[src/hw/sctr_cfg.svh]
`ifndef SCTR_CFG_SVH
`define SCTR_CFG_SVH

// default 7-bit bus address of this part
`define SCTR_SLAVE_ADDR 7'h60
// only register, always pointed at
`define SCTR_REG_ADDR 8'h00
// value of the configuration register after reset
`define SCTR_CFG_RESET 8'h00
// writable bits of the register; bit 2 is reserved
`define SCTR_CFG_WMASK 8'hfb
// bits in one byte on the bus
`define SCTR_BYTE_BITS 4'h8
// first value of the bit counter
`define SCTR_BIT_ZERO 4'h0
// bit counter step
`define SCTR_BIT_STEP 4'h1
// busy counter load at stop; the busy window after stop lasts one clock longer than this
`define SCTR_WR_CYC 2'h2
// busy counter step
`define SCTR_BUSY_STEP 2'h1
// busy counter end value
`define SCTR_BUSY_ZERO 2'h0

`endif

[src/hw/sctr_pkg.sv]
package sctr_pkg;

    // layout of the configuration register, msb first
    typedef struct packed {
        logic regDisable;    // 1 turns the regulator off
        logic pinModeSel;    // 0 reset pass-through, 1 enable pin
        logic cardRstLevel;  // software card reset level
        logic outLatch;      // freeze card clock, data and pass-through reset
        logic enPolarity;    // 0 high enables, 1 low enables
        logic reserved2;     // reads zero
        logic voltSel;       // 0 1.8 V, 1 3 V
        logic devEnable;     // device enable / pin status
    } sctr_cfg_t;

    // serial slave sequencer
    typedef enum logic [3:0] {
        SER_IDLE,
        SER_ADDR,
        SER_ACK_ADDR,
        SER_WRITE,
        SER_ACK_WRITE,
        SER_READ,
        SER_ACK_READ,
        SER_IGNORE,
        SER_BUSY
    } sctr_ser_t;

    // who pulls the data line low first
    typedef enum logic [1:0] {
        OWN_NONE,
        OWN_HOST,
        OWN_CARD
    } sctr_own_t;

    // card side outputs carried together
    typedef struct packed {
        logic clock;
        logic reset;
        logic dataLow;
    } sctr_card_t;

endpackage : sctr_pkg

[src/hw/sctr_config_reg.sv]
// Behaviour
// - one 8-bit register at address 00h
// - bit 7 disables regulator, paths stay alive
// - bit 6 clear: host pin drives card reset
// - bit 6 set: host pin enables device
// - bit 6 set: bit 5 sets card reset
// - bit 4 freezes card clock, data and pass-through reset at host states
// - latch lets two devices stop clock
// - bit 3 picks enable pin polarity
// - bit 1 picks 1.8 V or 3 V
// - bit 0 enable, or pin status when bit 6
// - defined bits reset to zero
// - no subaddress; a write applies only its last data byte, a read repeats the byte on ack
// - apply write at stop, ignore while busy
// - reset clears register and serial sequencer
`include "sctr_cfg.svh"

module sctr_config_reg #(
    parameter logic [6:0] SLAVE_ADDR = `SCTR_SLAVE_ADDR
) (
    input  wire logic              clk_sys,         // 50 MHz system clock
    input  wire logic              rst,             // synchronous reset, high
    input  wire logic              sclIn,           // bus clock level
    input  wire logic              sdaIn,           // bus data level
    output logic                   sdaOut,          // bus data drive value, always 0
    output logic                   sdaOeN,          // low while pulling data low
    input  wire logic              hostDataIn,      // host data pin level
    output logic                   hostDataOut,     // host data drive value
    output logic                   hostDataOeN,     // low while driving host data
    input  wire logic              hostClkIn,       // host clock pin
    input  wire logic              hostRstEnIn,     // host reset / enable pin
    input  wire logic              cardDataIn,      // card data pin level
    output logic                   cardDataOut,     // card data drive value
    output logic                   cardDataOeN,     // low while driving card data
    output logic                   cardClockOut,    // card clock
    output logic                   cardResetOut,    // card reset
    output logic                   regulatorEnable, // regulator on
    output logic                   voltageSelect,   // 0 1.8 V, 1 3 V
    output logic                   deviceActive,    // device enabled
    output sctr_pkg::sctr_cfg_t    cfgOut           // current register contents
);
    import sctr_pkg::*;

    // register contents as read back, bit 0 swapped for pin state in enable mode
    function automatic logic [7:0] readView(input sctr_cfg_t c, input logic pin);
        sctr_cfg_t v;
        v = c;
        v.reserved2 = 1'b0;
        if (c.pinModeSel)
        begin
            v.devEnable = pin;
        end
        return v;
    endfunction : readView

    sctr_cfg_t      cfg_q, cfg_d;
    sctr_ser_t      ser_q, ser_d;
    logic [3:0]     bitCnt_q, bitCnt_d;
    logic [7:0]     rxSh_q, rxSh_d;
    logic [7:0]     txSh_q, txSh_d;
    logic [7:0]     pend_q, pend_d;
    logic           pendOk_q, pendOk_d;
    logic           rdDir_q, rdDir_d;
    logic           mAck_q, mAck_d;
    logic           sdaDrv_q, sdaDrv_d;
    logic [1:0]     busy_q, busy_d;
    logic           sclPrev_q, sdaPrev_q;
    logic           sclRise, sclFall, startSeen, stopSeen;
    logic [7:0]     rdVal;
    logic [7:0]     wrVal;

    // bus edges and framing conditions, inputs already in this clock domain
    assign sclRise   = sclIn & ~sclPrev_q;
    assign sclFall   = ~sclIn & sclPrev_q;
    assign startSeen = sclIn & sclPrev_q & sdaPrev_q & ~sdaIn;
    assign stopSeen  = sclIn & sclPrev_q & ~sdaPrev_q & sdaIn;
    assign rdVal     = readView(cfg_q, hostRstEnIn);
    assign wrVal     = pend_q & `SCTR_CFG_WMASK;

    // serial sequencer and register update
    always_comb
    begin
        cfg_d    = cfg_q;
        ser_d    = ser_q;
        bitCnt_d = bitCnt_q;
        rxSh_d   = rxSh_q;
        txSh_d   = txSh_q;
        pend_d   = pend_q;
        pendOk_d = pendOk_q;
        rdDir_d  = rdDir_q;
        mAck_d   = mAck_q;
        sdaDrv_d = sdaDrv_q;
        busy_d   = busy_q;
        if (ser_q == SER_BUSY)
        begin
            // internal write: the bus is not watched, even a start is lost
            sdaDrv_d = 1'b0;
            if (busy_q == `SCTR_BUSY_ZERO)
            begin
                ser_d = SER_IDLE;
            end
            else
            begin
                busy_d = busy_q - `SCTR_BUSY_STEP;
            end
        end
        else if (stopSeen)
        begin
            sdaDrv_d = 1'b0;
            pendOk_d = 1'b0;
            if (pendOk_q)
            begin
                // the register at 00h takes the byte only now
                cfg_d = sctr_cfg_t'(wrVal);
                if (cfg_d.pinModeSel)
                begin
                    cfg_d.devEnable = cfg_q.devEnable;
                end
                busy_d = `SCTR_WR_CYC;
                ser_d  = SER_BUSY;
            end
            else
            begin
                ser_d = SER_IDLE;
            end
        end
        else if (startSeen)
        begin
            // repeated start drops any byte not yet closed by a stop
            ser_d    = SER_ADDR;
            bitCnt_d = `SCTR_BIT_ZERO;
            sdaDrv_d = 1'b0;
            pendOk_d = 1'b0;
        end
        else
        begin
            case (ser_q)
                SER_ADDR:
                begin
                    if (sclRise)
                    begin
                        rxSh_d   = {rxSh_q[6:0], sdaIn};
                        bitCnt_d = bitCnt_q + `SCTR_BIT_STEP;
                    end
                    else if (sclFall && bitCnt_q == `SCTR_BYTE_BITS)
                    begin
                        if (rxSh_q[7:1] == SLAVE_ADDR)
                        begin
                            rdDir_d  = rxSh_q[0];
                            sdaDrv_d = 1'b1;
                            ser_d    = SER_ACK_ADDR;
                        end
                        else
                        begin
                            ser_d = SER_IGNORE;
                        end
                    end
                end
                SER_ACK_ADDR:
                begin
                    // no subaddress: data follows the address at once
                    if (sclFall)
                    begin
                        bitCnt_d = `SCTR_BIT_ZERO;
                        if (rdDir_q)
                        begin
                            txSh_d   = rdVal;
                            sdaDrv_d = ~rdVal[7];
                            ser_d    = SER_READ;
                        end
                        else
                        begin
                            sdaDrv_d = 1'b0;
                            ser_d    = SER_WRITE;
                        end
                    end
                end
                SER_WRITE:
                begin
                    if (sclRise)
                    begin
                        rxSh_d   = {rxSh_q[6:0], sdaIn};
                        bitCnt_d = bitCnt_q + `SCTR_BIT_STEP;
                    end
                    else if (sclFall && bitCnt_q == `SCTR_BYTE_BITS)
                    begin
                        pend_d   = rxSh_q;
                        pendOk_d = 1'b1;
                        sdaDrv_d = 1'b1;
                        ser_d    = SER_ACK_WRITE;
                    end
                end
                SER_ACK_WRITE:
                begin
                    // further bytes overwrite the pending one; last one wins
                    if (sclFall)
                    begin
                        sdaDrv_d = 1'b0;
                        bitCnt_d = `SCTR_BIT_ZERO;
                        ser_d    = SER_WRITE;
                    end
                end
                SER_READ:
                begin
                    if (sclRise)
                    begin
                        bitCnt_d = bitCnt_q + `SCTR_BIT_STEP;
                    end
                    else if (sclFall)
                    begin
                        if (bitCnt_q == `SCTR_BYTE_BITS)
                        begin
                            sdaDrv_d = 1'b0;
                            ser_d    = SER_ACK_READ;
                        end
                        else
                        begin
                            txSh_d   = {txSh_q[6:0], 1'b0};
                            sdaDrv_d = ~txSh_q[6];
                        end
                    end
                end
                SER_ACK_READ:
                begin
                    // ack repeats the same byte, nack ends the transfer
                    if (sclRise)
                    begin
                        mAck_d = ~sdaIn;
                    end
                    else if (sclFall)
                    begin
                        if (mAck_q)
                        begin
                            bitCnt_d = `SCTR_BIT_ZERO;
                            txSh_d   = rdVal;
                            sdaDrv_d = ~rdVal[7];
                            ser_d    = SER_READ;
                        end
                        else
                        begin
                            ser_d = SER_IGNORE;
                        end
                    end
                end
                default:
                begin
                    sdaDrv_d = 1'b0;
                end
            endcase
        end
    end

    // register and sequencer state; reset restores defaults
    always_ff @(posedge clk_sys)
    begin
        if (rst)
        begin
            cfg_q     <= sctr_cfg_t'(`SCTR_CFG_RESET);
            ser_q     <= SER_IDLE;
            bitCnt_q  <= `SCTR_BIT_ZERO;
            rxSh_q    <= `SCTR_CFG_RESET;
            txSh_q    <= `SCTR_CFG_RESET;
            pend_q    <= `SCTR_CFG_RESET;
            pendOk_q  <= 1'b0;
            rdDir_q   <= 1'b0;
            mAck_q    <= 1'b0;
            sdaDrv_q  <= 1'b0;
            busy_q    <= `SCTR_BUSY_ZERO;
            sclPrev_q <= 1'b1;
            sdaPrev_q <= 1'b1;
        end
        else
        begin
            cfg_q     <= cfg_d;
            ser_q     <= ser_d;
            bitCnt_q  <= bitCnt_d;
            rxSh_q    <= rxSh_d;
            txSh_q    <= txSh_d;
            pend_q    <= pend_d;
            pendOk_q  <= pendOk_d;
            rdDir_q   <= rdDir_d;
            mAck_q    <= mAck_d;
            sdaDrv_q  <= sdaDrv_d;
            busy_q    <= busy_d;
            sclPrev_q <= sclIn;
            sdaPrev_q <= sdaIn;
        end
    end

    sctr_own_t  own_q, own_d;
    sctr_card_t hold_q, hold_d;
    sctr_card_t card_q, card_d;
    logic       hostLow_q, hostLow_d;
    logic       active_q, active_d;
    logic       regOn_q, regOn_d;
    logic       volt_q, volt_d;

    // enable, data direction, latch and card side outputs
    always_comb
    begin
        own_d = own_q;
        if (cfg_q.pinModeSel)
        begin
            active_d = hostRstEnIn ^ cfg_q.enPolarity;
        end
        else
        begin
            active_d = cfg_q.devEnable;
        end
        // direction goes to the side that falls first from both high;
        // a low we drive ourselves is our own echo, else the lines ping-pong
        case (own_q)
            OWN_NONE:
            begin
                if (!hostDataIn && !hostLow_q)
                begin
                    own_d = OWN_HOST;
                end
                else if (!cardDataIn && !card_q.dataLow)
                begin
                    own_d = OWN_CARD;
                end
            end
            OWN_HOST:
            begin
                if (hostDataIn)
                begin
                    own_d = OWN_NONE;
                end
            end
            OWN_CARD:
            begin
                if (cardDataIn)
                begin
                    own_d = OWN_NONE;
                end
            end
            default:
            begin
                own_d = OWN_NONE;
            end
        endcase
        hostLow_d    = active_q && (own_q == OWN_CARD);
        hold_d       = hold_q;
        hold_d.clock = hostClkIn;
        hold_d.reset = cfg_q.pinModeSel ? cfg_q.cardRstLevel : hostRstEnIn;
        hold_d.dataLow = (own_q == OWN_HOST);
        if (cfg_q.outLatch)
        begin
            // frozen outputs let a second device share the host clock
            hold_d.clock   = hold_q.clock;
            hold_d.dataLow = hold_q.dataLow;
            if (!cfg_q.pinModeSel)
            begin
                hold_d.reset = hold_q.reset;
            end
        end
        // a disabled device parks the card lines low
        if (active_q)
        begin
            card_d = hold_q;
        end
        else
        begin
            card_d = '{clock: 1'b0, reset: 1'b0, dataLow: 1'b1};
        end
        regOn_d = ~cfg_q.regDisable;
        volt_d  = cfg_q.voltSel;
    end

    // card path registers
    always_ff @(posedge clk_sys)
    begin
        if (rst)
        begin
            own_q     <= OWN_NONE;
            hold_q    <= '0;
            card_q    <= '{clock: 1'b0, reset: 1'b0, dataLow: 1'b1};
            hostLow_q <= 1'b0;
            active_q  <= 1'b0;
            regOn_q   <= 1'b0;
            volt_q    <= 1'b0;
        end
        else
        begin
            own_q     <= own_d;
            hold_q    <= hold_d;
            card_q    <= card_d;
            hostLow_q <= hostLow_d;
            active_q  <= active_d;
            regOn_q   <= regOn_d;
            volt_q    <= volt_d;
        end
    end

    // pins; regulator state does not gate the signal paths
    assign sdaOut          = 1'b0;
    assign sdaOeN          = ~sdaDrv_q;
    assign hostDataOut     = 1'b0;
    assign hostDataOeN     = ~hostLow_q;
    assign cardDataOut     = 1'b0;
    assign cardDataOeN     = ~card_q.dataLow;
    assign cardClockOut    = card_q.clock;
    assign cardResetOut    = card_q.reset;
    assign regulatorEnable = regOn_q;
    assign voltageSelect   = volt_q;
    assign deviceActive    = active_q;
    assign cfgOut          = cfg_q;

endmodule : sctr_config_reg

[config.mk]
export PLATFORM = sky130hd
export DESIGN_NAME = sctr_config_reg
export DESIGN_NICKNAME = d
export VERILOG_FILES = /design/src/hw/sctr_pkg.sv /design/src/hw/sctr_config_reg.sv
export VERILOG_INCLUDE_DIRS = /design/src /design/src/hw
export SDC_FILE = /design/constraint.sdc
export NUM_CORES = 1
export LEC_CHECK = 0
export BUFFER_PORTS_ARGS = -buffer_cell sky130_fd_sc_hd__buf_4
export CORE_MARGIN = 3
export CORE_UTILIZATION = 58
export DETAILED_ROUTE_END_ITERATION = 10
export GPL_TIMING_DRIVEN = 0
export PLACE_DENSITY = 0.87
export SYNTH_ARGS = -nofsm -noshare
export SYNTH_HDL_FRONTEND = slang
export SYNTH_SLANG_ARGS = --single-unit
[constraint.sdc]
create_clock -name clk_sys -period 2.01 [get_ports clk_sys]
set_input_delay 0.1005 -clock clk_sys [delete_from_list [all_inputs] [get_ports clk_sys]]
set_output_delay 0.1005 -clock clk_sys [all_outputs]
set_load 0.005 [all_outputs]
==> metrics.txt <==
clk sink count between 50 and 60; DR DRC count 0; VDD IR-drop max 0.571 mV; worst-margin pin slew 0.560 ns; dominant synthesized flop cell dfxtp_1; Post-DRT Antenna Nets 0; mux cell area share after synthesis 8.59%; Fin Clk Skew 0.0109 ns; Die W 75.5 um; Post-synth EDFFs 0; final period utilization 97.4%; pin count of the biggest net entering global routing 11; Syn Inst Count between 300 and 400; ranking of synthesized cells by area dfxtp_1 (41%), mux2i_1 (8.6%), nor2_1 (5.2%); # setup viols final 0; Cell Pwr Density 965 mW/mm^2; final WL 7.38 mm; Port-buffer cells 21; gr ovfl total 0; Non-Filler Instances approximately 430; Post-Synth Simple-Gate Area about a quarter; Synth Area in Compound Gates 16.6%; Netlist cell types 56; post-synth top area cell dfxtp_1; Iter 0 DRT Violations 244; Post-Syn Area roughly 0.0028 mm^2; Crit Path Category input port to register; CP Launch Point sdaIn; dpl ws -0.0642 ns; DR vias/cell 6.13; detailed-route via count 2,625; Combinational Power Share between 20% and 30%; switching pwr 0.00100 W; share of power burned in registers roughly 38%; vias in the first global route 2,410; worst relative slew slack 62.7%; GRT Max-Usage Layer met2; Tot Pwr 0.00323 W; largest family of logic cells by synthesized area simple AND/OR/NAND/NOR gates; most frequent cells in the layout dfxtp_1 (55), nor2_1 (39), buf_4 (32), a21oi_1 (29), mux2i_1 (24); initial antenna violation count 0; terminus of the critical flop-to-flop path txSh_q[0]; worst reg-to-reg path cell count 7; critical path arrival between 2 and 2.5 ns; GPL Wtd Cong 0.967; Area growth syn-to-layout 19.6%; FILL cells about 330; XOR/XNOR Fraction of Synth Area 0.939%; Highest Clock Rate between 500 and 600 MHz; Pint 0.00223 W; grt met3 use 9.76%; outcome finished clean; Switching Share between 30% and 40%; final net count roughly 380; first-pass GRT wire length about 11 mm; dpl hpwl 5.03 mm; area share of fa/ha/maj cells after synthesis 1.34%; initial core utilization 62.1%; Worst R2R Start bitCnt_q[0]; Placed Cells 406; Leak about 1.4 nW; Setup WS post-layout around 0.051 ns; share of cells above drive strength 1 18.6%; number of synthesized register bits between 50 and 60; met1 GRT Util 31.7%; routed len/inst between 15 and 20 um; register area share after synthesis 40.8%; clock buffer depth 2; CTS root buffer clkbuf_8; Die Ht ~75 um; Tightest Hold Check Type input port to register; Worst-path clk slew about 0.07 ns; Syn. warnings 0; most common cell after layout, fill and taps aside dfxtp_1; CP endpoint ser_q[0]; critical path required time about 2.2 ns; Num CTS Buffers 9; Final Hold Vio Count 0; die area 0.00569 mm^2; clock network fraction of design power 35.0%; number of core rows 24; CTS H-tree depth 3; Yosys top cell area share between 40% and 50%; RSZ-0062 raised after global routing true; CP startpoint kind input port; syn avg cell area 8.48 um^2; max-cap violation count 0; drt first pass iters 5; CTS tree done; I/O Pins 27; n_diodes 0; core area around 0.0045 mm^2; fin crit period 1.96 ns; Pins Over Slew Limit 0; Critical Path Sink Type register; Max FO, Critical Path 7; M2 GR Usage approximately 43%; Clock Latency Late Sink 0.34 ns; Total Routing Usage GR a little over a quarter; ys async rst share 0%; R2R setup slack 0.07 ns
[cell families after synthesis]
group           after synthesis
compound gates               72
mux                          24
flops                        57
other cells                   1
simple gates                131
xor+xnor                      3
buf+inv                      39
fa+ha+maj                     3
[critical path: stages]
cell           delay, ns
dlygate4sd3_1       0.54
buf_4               0.16
xor2_1              0.26
nand3_1             0.27
and3_4              0.28
a211o_1             0.31
a32o_1              0.27
[registers in the layout (all words and copies together) (netlist names)]
signal           cells
voltageSelect        1
regulatorEnable      1
hold_q               3
ser_q                4
hostLow_q            1
sdaPrev_q            1
own_q                2
card_q               1
busy_q               2
mAck_q               1
deviceActive         1
rdDir_q              1
sclPrev_q            1
sdaDrv_q             1
bitCnt_q             4
cardClockOut         1
rxSh_q               8
cfgOut               6
volt_d               1
cardResetOut         1
txSh_q               7
pend_q               7
pendOk_q             1
[power by group through the flow]
stage / registers [W] / clock network [W] / logic (W)
floorplan: 0.00124 / 0 / 0.000632
global placement: 0.00124 / 0 / 0.000784
detailed placement: 0.00125 / 0 / 0.000797
CTS: 0.00122 / 0.00115 / 0.000811
global route: 0.00123 / 0.00119 / 0.000946
finish: 0.00122 / 0.00113 / 0.000875
[synthesized netlist by cell type, types with 6 or more instances]
cell      instances
buf_2            10
nor2b_1           7
nand2_1          18
buf_4             6
o21ai_0           8
nand3_1          19
inv_1            11
nor3_1            6
nor2_1           39
clkbuf_1          7
nand2b_1          8
dfxtp_1          57
mux2i_1          24
a21oi_1          29
[worst min-delay path by stage]
stage | from | to | slack, ns | depth (start not counted)
4_1_cts | hostDataIn | own_q[0] | 0.02 | 3
5_1_grt | hostDataIn | own_q[0] | 0.02 | 3
2_1_floorplan | cardDataIn | own_q[1] | 0.18 | 1
3_5_place_dp | cardDataIn | own_q[1] | 0.27 | 2
6_report | hostDataIn | own_q[0] | 0.03 | 3
3_3_place_gp | cardDataIn | own_q[1] | 0.27 | 2
[what timing repair did]
item	4_1_cts	5_1_grt
endpoints found under the setup margin	2	17
hold buffers	3	0
gates resized for setup	3	11
pin swaps	0	3
buffers inserted	0	3
endpoints found under the hold margin	3	0
[routing by layer]
metal  vias up  share of wire [%]
met5         -                  0
met4         0                1.6
met3        19                7.6
met2       111                 49
met1      1243                 42
li1       1252                  -
[per-stage QoR]
step | util, % | hold slack (ns) | area [um^2] | setup TNS [ns]
floorplan | - | 0.179 | 2810 | 0
global placement | 67.3 | 0.267 | 3030 | -0.228
detailed placement | 67.3 | 0.274 | 3030 | -0.120
CTS | 73.1 | 0.0188 | 3290 | 0
global route | 74.3 | 0.0160 | 3350 | -0.0475
finish | 74.3 | 0.0268 | 3350 | 0
[cell type report]
cell class	instances	area (um^2)	area share, %
buffer	27	151	4.52
clock buffer	12	165	4.93
clock inverter	4	50.0	1.50
inverter	12	45.0	1.35
multi-input combinational	237	1520	45.3
sequential	57	1140	34.2
tap	52	65.1	1.94
timing repair buffer	27	210	6.28
(Power assumes the default switching activity.)
